## src/common/radio_disable_pkg.sv

```systemverilog
// Constants and carrier types for the radio disable control block.
// Assumes a single 50 MHz reference clock.
`default_nettype none
package radio_disable_pkg;

  // ----------------------------------------
  // Timing
  // ----------------------------------------
  localparam int unsigned CLK_HZ          = 50_000_000;
  localparam int unsigned SHUTDOWN_LIMIT_S = 30;
  localparam int unsigned RESUME_LIMIT_S   = 1;
  // Longest times as exact cycle counts
  localparam longint unsigned SHUTDOWN_CYCLES = longint'(SHUTDOWN_LIMIT_S) * CLK_HZ;
  localparam longint unsigned RESUME_CYCLES   = longint'(RESUME_LIMIT_S) * CLK_HZ;
  localparam int unsigned TIMER_W  = 31;
  localparam int unsigned SYNC_W   = 2;

  // ----------------------------------------
  // Radio selection
  // ----------------------------------------
  localparam int unsigned NUM_RADIOS = 3;
  localparam int unsigned RADIO_PAN  = 0;
  localparam int unsigned RADIO_LAN  = 1;
  localparam int unsigned RADIO_WAN  = 2;

  // ----------------------------------------
  // Reset values
  // ----------------------------------------
  localparam logic [2:0] IND_RESET_N = 3'h7;

  typedef enum logic [1:0] {
    ST_RUN    = 2'h0,
    ST_DETACH = 2'h1,
    ST_OFF    = 2'h2,
    ST_RESUME = 2'h3
  } ctrl_state_type;

  typedef struct packed {
    logic [NUM_RADIOS-1:0] enable;
    logic [NUM_RADIOS-1:0] indicator_n;
  } radio_out_type;

  typedef struct packed {
    ctrl_state_type        state;
    logic [TIMER_W-1:0]    timer;
    logic                  detach_req;
    logic                  resuming;
    radio_out_type         radio;
  } ctrl_reg_type;

endpackage
`default_nettype wire

```

## src/verilog/disable_sync.sv

```systemverilog
// Two-stage synchroniser for the asynchronous disable level.
// Assumes the pin has a pull-up outside; reset value is released high.
`timescale 1ns/1ns
`default_nettype none
module disable_sync (
  // Clock and reset
  input  wire logic i_ref_clk,
  input  wire logic i_rst,
  // Level
  input  wire logic i_async,
  output logic      o_sync
);
  logic [radio_disable_pkg::SYNC_W-1:0] stages_q;

  always_ff @(posedge i_ref_clk or posedge i_rst) begin
    if (i_rst) begin
      stages_q <= 2'h3;
    end else begin
      stages_q <= {stages_q[0], i_async};
    end
  end

  assign o_sync = stages_q[1];
endmodule
`default_nettype wire

```

## src/verilog/radio_disable_control.sv

```systemverilog
// Radio kill-switch control: gates every radio from the shared disable line
// and the host enable setting, and drives the active-low indicators.
// Assumes the host debounces the line and holds it defined while powered.
//
// Operation
// While the disable line is low every radio is turned off.
// The line is accepted asynchronously at any moment.
// The host debounces switch bounce before the line reaches the card.
// On assertion the card asks radio firmware to detach at once.
// Radio operation is stopped no later than 30 seconds after first assertion.
// Once disabling is done the indicator shows the disabled condition.
// After release, resuming starts and is shown within one second; the code ignores a release in ST_DETACH until detach done or timeout.
// RF is allowed only when the line is high and software enables it.
// The line is only sensed, never driven.
// The host keeps the line at a defined level while aux supply is present.
// The indicator outputs are active low.
// An indicator is off whenever its radio cannot transmit, on otherwise.
// The line passes a two-stage synchroniser before use.
// A timer from first assertion forces hard shutdown at the limit.
`timescale 1ns/1ns
`default_nettype none
module radio_disable_control #(
  parameter longint unsigned SHUTDOWN_CYCLES = radio_disable_pkg::SHUTDOWN_CYCLES,
  parameter longint unsigned RESUME_CYCLES   = radio_disable_pkg::RESUME_CYCLES
) (
  // Clock and reset
  input  wire logic       i_ref_clk,
  input  wire logic       i_rst,
  // Shared disable line, sensed only
  input  wire logic       i_radio_disable_n,
  // Host software enable per radio
  input  wire logic [2:0] i_host_radio_enable_setting,
  // Radio firmware handshake
  input  wire logic       i_detach_done,
  output logic            o_detach_req,
  output logic            o_resuming,
  // Radio RF gates
  output logic [2:0]      o_rf_enable,
  // Indicators, active low
  output logic            o_personal_net_indicator_n,
  output logic            o_local_net_indicator_n,
  output logic            o_wide_net_indicator_n
);
  localparam logic [30:0] SHUT_LAST   = 31'(SHUTDOWN_CYCLES - 1);
  localparam logic [30:0] RESUME_LAST = 31'(RESUME_CYCLES - 1);

  logic                           hw_enable;
  radio_disable_pkg::ctrl_reg_type st_q;
  radio_disable_pkg::ctrl_reg_type st_d;

  // ----------------------------------------
  // Synchroniser
  // ----------------------------------------
  // two-stage input sync
  // asynchronous edges accepted
  disable_sync u_sync (
    .i_ref_clk (i_ref_clk),
    .i_rst     (i_rst),
    .i_async   (i_radio_disable_n),
    .o_sync    (hw_enable)
  );

  function automatic logic [2:0] rf_gate(input logic hw, input logic [2:0] sw);
    rf_gate = hw ? sw : 3'h0;
  endfunction

  // ----------------------------------------
  // Control
  // ----------------------------------------
  always_comb begin
    st_d = st_q;
    case (st_q.state)
      radio_disable_pkg::ST_RUN: begin
        if (!hw_enable) begin
          // request detach early
          st_d.state      = radio_disable_pkg::ST_DETACH;
          st_d.detach_req = 1'b1;
          st_d.timer      = 31'h0;
        end
      end
      radio_disable_pkg::ST_DETACH: begin
        st_d.timer = st_q.timer + 31'h1;
        // timeout forces shutdown
        // stopped within 30 s
        if (i_detach_done || st_q.timer >= SHUT_LAST) begin
          st_d.state      = radio_disable_pkg::ST_OFF;
          st_d.detach_req = 1'b0;
        end
      end
      radio_disable_pkg::ST_OFF: begin
        // start resuming on release
        if (hw_enable) begin
          st_d.state    = radio_disable_pkg::ST_RESUME;
          st_d.resuming = 1'b1;
          st_d.timer    = 31'h0;
        end
      end
      radio_disable_pkg::ST_RESUME: begin
        st_d.timer = st_q.timer + 31'h1;
        if (!hw_enable) begin
          st_d.state      = radio_disable_pkg::ST_DETACH;
          st_d.resuming   = 1'b0;
          st_d.detach_req = 1'b1;
          st_d.timer      = 31'h0;
        end else if (st_q.timer >= RESUME_LAST) begin
          st_d.state    = radio_disable_pkg::ST_RUN;
          st_d.resuming = 1'b0;
        end
      end
      default: begin
        st_d.state = radio_disable_pkg::ST_OFF;
      end
    endcase
    // hardware and software both enable
    // line low stops every radio
    if (st_d.state == radio_disable_pkg::ST_RUN || st_d.state == radio_disable_pkg::ST_RESUME) begin
      st_d.radio.enable = rf_gate(hw_enable, i_host_radio_enable_setting);
    end else begin
      st_d.radio.enable = 3'h0;
    end
    // indicator shows disabled
    // lit only when able to transmit
    st_d.radio.indicator_n = ~st_d.radio.enable;
  end

  always_ff @(posedge i_ref_clk or posedge i_rst) begin
    if (i_rst) begin
      st_q.state             <= radio_disable_pkg::ST_RUN;
      st_q.timer             <= 31'h0;
      st_q.detach_req        <= 1'b0;
      st_q.resuming          <= 1'b0;
      st_q.radio.enable      <= 3'h0;
      st_q.radio.indicator_n <= radio_disable_pkg::IND_RESET_N;
    end else begin
      st_q <= st_d;
    end
  end

  // ----------------------------------------
  // Outputs
  // ----------------------------------------
  // line is input only
  assign o_detach_req = st_q.detach_req;
  assign o_resuming   = st_q.resuming;
  assign o_rf_enable  = st_q.radio.enable;
  // active-low indicators
  assign o_personal_net_indicator_n = st_q.radio.indicator_n[radio_disable_pkg::RADIO_PAN];
  assign o_local_net_indicator_n    = st_q.radio.indicator_n[radio_disable_pkg::RADIO_LAN];
  assign o_wide_net_indicator_n     = st_q.radio.indicator_n[radio_disable_pkg::RADIO_WAN];
endmodule
`default_nettype wire

```

## config.mk

```make
export PLATFORM = sky130hd
export DESIGN_NAME = radio_disable_control
export DESIGN_NICKNAME = d
export VERILOG_FILES = /design/src/common/radio_disable_pkg.sv /design/src/verilog/disable_sync.sv /design/src/verilog/radio_disable_control.sv
export SDC_FILE = /design/constraint.sdc
export NUM_CORES = 1
export LEC_CHECK = 0
export BUFFER_PORTS_ARGS = -buffer_cell sky130_fd_sc_hd__buf_4
export CORE_UTILIZATION = 31
export DETAILED_ROUTE_END_ITERATION = 12
export PLACE_DENSITY_LB_ADDON = 0.3
export SETUP_SLACK_MARGIN = 0.15
export SLEW_MARGIN = 20
export SYNTH_ARGS = -nofsm -noshare
export SYNTH_HDL_FRONTEND = slang
export SYNTH_HIERARCHICAL = 1
export SYNTH_SLANG_ARGS = --single-unit
```

## constraint.sdc

```tcl
create_clock -name i_ref_clk -period 2.1 [get_ports i_ref_clk]
set_input_delay 0.42 -clock i_ref_clk [delete_from_list [all_inputs] [get_ports i_ref_clk]]
set_output_delay 0.42 -clock i_ref_clk [all_outputs]
set_load 0.02 [all_outputs]
```

### Word-level counts from Yosys, hierarchy flattened

Index checks and enable logic that the tools add are counted.

* add/subtract/negate cells: 1
* multipliers: 0
* div/mod/pow operators: 0
* magnitude comparators: 2
* equality and inequality tests: 9
* shifts and indexed selects: 0
* mux-type cells: 15
* bitwise operators: 1
* reduce and logical (&&, ||, !) cells: 9

Operator list (count)
* one-hot mux 33 bit (4 select lines): 1
* two-way mux 34 bit: 1
* two-way mux 33 bit: 1
* two-way mux 32 bit: 1
* adder 31 x 1 -> 31 bit (second input constant): 1
* >= comparator 31 x 26 -> 1 bit (second input constant): 1
* >= comparator 31 bit (second input constant): 1
* == test 2 bit (second input constant): 3
* two-way mux 2 bit: 3
* two-way mux 3 bit: 2
* inequality test 2 bit (second input constant): 3
* zero test 2 bit: 2
* two-way mux 1 bit: 4
* AND reduction 4 bit: 1
* inequality test 3 bit (second input constant): 1
* inverter 3 bit: 1
* one-hot mux 1 bit (3 select lines): 1
* AND reduction 3 bit: 1
* nonzero test 3 bit: 1
* == test 2 x 1 -> 1 bit (second input constant): 1
* logical OR 1 bit: 2
* inequality test 2 x 1 -> 1 bit (second input constant): 1
* one-hot mux 1 bit (2 select lines): 1
* AND reduction 2 bit: 1
* nonzero test 2 bit: 1

* flip-flop bits (word level): 43
* latch bits: 0
* RAM bits: 0
* ROM bits: 0
* input port bits: 7
* output and inout bits: 8
* logic and storage cells: 44
* memories kept: 0

### Longest topological paths before layout

* depth in word-level cells: 8
* mapped depth: 8
* gate-level depth less buffers: 6

### Cells and area by module

The synthesis kept the hierarchy.

By module, submodules not included
* radio_disable_control: times used 1, cells each 267, area each 2386.0 um^2, seq. area each 1029.7 um^2
* disable_sync: times used 1, cells each 3, area each 56.3 um^2, seq. area each 52.6 um^2

### Least setup slack after synthesis

OpenSTA, ideal clock, no wires.

* path type: register to register
* start: register u_sync/stages_q[1] in the netlist's numbering
* end: register st_q[30] in the netlist's numbering
* library setup time: 0.066 ns
* arrival: 1.807 ns
* data required time: 2.034 ns
* slack: 0.227 ns
* stages on the path, launching flop included: 9
* buffers on the path: 3
* clock period less this slack: 1.873 ns
* cells stage by stage: dfstp_2 buf_4 xor2_1 and2_1 buf_2 nor2_1 buf_2 or4_1 nand2_1

* cells in the longest elaborated chain, start to end: 2
* elaborated cells on any way between the ends: 5
* classes of those cells: eq/ne: 2; mux: 2; reduce/logical: 1

RTL lines
* from (decl): RTL line disable_sync.sv:13 `logic [radio_disable_pkg::SYNC_W-1:0] stages_q;`
* from (signal assigned): RTL line disable_sync.sv:19 `stages_q <= {stages_q[0], i_async};`
* two-way mux 32 bit, or another cell as far along: RTL line radio_disable_control.sv:100 `if (!hw_enable) begin`
* one-hot mux 33 bit (4 select lines) / AND reduction 2 bit (equally long branches)
* to (signal assigned): RTL line radio_disable_control.sv:135 `st_q <= st_d;`
* to (decl): RTL line radio_disable_control.sv:48 `radio_disable_pkg::ctrl_reg_type st_q;`

Parallel ways exist; a longest one is shown, timed or not. The select of a mux whose other input is x is not followed.
A chain may end at the register's enable or synchronous reset.

==> impl_results.md <==
* Avg Vias per Cell at 5.47
* Dpl ws at 104 ps
* Layout cell share with drive strength beyond 1 at 27.2%
* Area of the core at 0.00769 mm²
* Antenna Cells at 0
* Clk_skew at 10.5 ps
* Final instance area at 0.00297 mm²
* IO Count at 15
* Vias at 2,186
* Final worst-path cycle share at 92.0%
* Mapped Nets at 278
* Initial Utilization at a little under a third
* Leakage at 1.28 nW
* Ys flop type: dfrtp_1
* CP Capture Type: register
* CP required at 2300 ps
* Logic pwr share at between 30% and 40%
* Most common cell after layout, fill and taps aside: buf_4
* NetSw at 880 µW
* Post-route setup TNS at 0 ps
* Post-synth EDFFs at 0
* Placed Area at roughly 0.0027 mm²
* Post-CTS Hold Buffers at 0
* Slew @ Worst Pin at approximately 520 ps
* # rows at 32
* RePlAce Congestion at 0.832
* Syn avg cell area at 9.05 µm²
* FMAX at just over 0.5 GHz
* Critical path peak fanout at 4
* Clk pwr share at about 27%
* First-pass GRT wire length at between 10,000 and 15,000 µm
* Slew Viols, Final at 0
* Register bit total from synthesis at 43
* CTS tree: done
* Die Wd at 90.8 µm
* Crit start category: register
* Die Height at 90.8 µm
* Synth unique cells at 51
* Sequential cell fraction of total power at 41.6%
* Clk_lat worst skew at 300 ps
* Antenna-violating nets left at 0
* Post-placement cell count at 386
* Headroom to the max-slew limit at 65.3%
* Most frequent cells in the layout: buf_4 (38), nand2_1 (32), dfrtp_1 (30)
* Number of global-route vias before repair at 2,119
* CP arrival at around 2100 ps
* Cell Pwr Density at 844 mW/mm²
* # nets final at a little over 300
* Drt initial violations at 154
* Min Tclk post-route at between 1500 and 2000 ps
* DP HPWL at about 4200 µm
* Final core occ at between 30% and 40%
* CTS sink cnt at 43
* Yosys warns at 6
* MaxCap Viol Count at 0
* Worst VDD drop at 0.000268 V
* WL/cell at 15.0 µm
* Final Non-Filler Cells at 400
* Internal power at 1.62 mW
* GRT Total Usage at 15.7%
* Area grow syn2layout at 21.4%
* Pin count of the biggest net entering global routing at 42
* CTS Buffer Depth at 2
* Buffers added on ports at 14
* Hold_ws at around 150 ps
* Final setup margin at approximately 170 ps
* Residual DRC at 0
* Drt first pass iters at 4
* Num CTS Buffers at 5
* Post-Route WL at 6020 µm
* Die area at 0.00824 mm²
* # setup viols final at 0
* Sequential area share after synthesis at 44.3%
* FFs w/ async S/R, synth at 100%
* Initial antenna violation count at 0
* Synth Cell Area at 0.00244 mm²
* Worst min path class: input port to asynchronous set/reset pin
* Reg clk slew, reported paths at 90 ps
* Clk root buf: clkbuf_8
* CTS H-Tree Depth at 2
* Sw frac at 35.2%
* Unrepaired setup endpoints after global routing: true
* Mapped Cells at 270
* CP Class: register to register
* Outcome: completed
* Final hold vios at 0
* Overall power at 2.50 mW
* Congestion Overflow GR at 0
## registers in the layout, summed over array words and instances (netlist names)
register                    count
o_wide_net_indicator_n          1
o_detach_req                    1
o_local_net_indicator_n         1
o_resuming                      1
o_rf_enable                     3
st_q                           33
u_sync/stages_q                 2
o_personal_net_indicator_n      1
## worst paths after layout
path,start,slack [ps],end,depth (start not counted)
max,st_q[26]$_DFFE_PP0P_,170,st_q[40]$_DFF_PP0_,5
min,i_rst,150,u_sync/stages_q[1]$_DFF_PP1_,2
max reg2reg,st_q[26]$_DFFE_PP0P_,170,st_q[40]$_DFF_PP0_,5
min reg2reg,u_sync/stages_q[0]$_DFF_PP1_,360,u_sync/stages_q[1]$_DFF_PP1_,0
max in group asynchronous,i_rst,1460,st_q[11]$_DFFE_PP0P_,3
min in group i_ref_clk,i_radio_disable_n,230,u_sync/stages_q[0]$_DFF_PP1_,1
## layer usage
layer,track usage [%],part of all wire [%]
met4,6.05,2.1
met1,22.0,47
met5,0,0
met2,24.0,46
met3,2.61,4.0
## layout make-up
cell class / instances / area, µm²
Multi-Input combinational cell: 200 / 1310
Inverter: 9 / 33.8
Timing Repair Buffer: 38 / 285
Clock inverter: 2 / 35.0
Sequential cell: 43 / 1090
Clock buffer: 6 / 82.6
Fill cell: 778 / 4720
Tap cell: 102 / 128
## power by group through the flow
| stage | clock network [mW] | logic [mW] | registers (mW) |
|---|---|---|---|
| after floorplan | 0 | 0.483 | 1.06 |
| after global placement | 0 | 0.757 | 1.04 |
| after detailed placement | 0 | 0.759 | 1.04 |
| after CTS | 0.699 | 0.764 | 1.03 |
| after global routing | 0.734 | 0.868 | 1.06 |
| final | 0.671 | 0.790 | 1.04 |
## synthesized netlist by cell type (2+ instances only)
cell	instances	area (µm²)
o221ai_1	2	17.5
nor3_1	8	40.0
or4_1	4	30.0
clkbuf_1	4	15.0
and2_1	3	18.8
a21oi_1	7	35.0
buf_4	5	37.5
xor2_1	6	52.6
or3_1	3	18.8
and4_1	4	35.0
nor4_1	3	18.8
dfstp_2	5	131
a31oi_1	3	18.8
nand2_1	32	120
inv_1	9	33.8
nand2b_1	3	18.8
nand4b_1	2	17.5
a311o_1	2	20.0
nand3_1	17	85.1
a211oi_1	2	15.0
dfrtp_1	38	951
nor2_1	20	75.1
and3_1	9	56.3
o21ai_0	20	100
nand4_1	13	81.3
nor4b_1	3	26.3
o41ai_1	4	35.0
a221oi_1	2	17.5
and3_2	2	15.0
xnor2_1	5	43.8
o211ai_1	4	30.0
buf_2	7	35.0
## cells by family after synthesis
family | synth area share [%]
AOI/OAI and AO/OA | 15.9
and+or+nand+nor | 29.3
adders and majority gates | 0.512
DFF | 44.3
xor gates and xnor gates | 3.94
buffers and inverters | 5.58
muxes | 0.410
## what timing repair did
item                                    CTS  global route
resized for setup                         3            21
endpoints found under the setup margin    4            12
pin swaps                                 1             5
setup buffers                             0             6
gates cloned                              0             0
## critical path, stage by stage (launching register included)
cell and delay (ps):
dfrtp_2 440, or4_4 580, nor4b_4 250, a2bb2oi_2 180, a211oi_2 110, a311o_1 280
No activity file was read; power rests on OpenSTA's default activity.
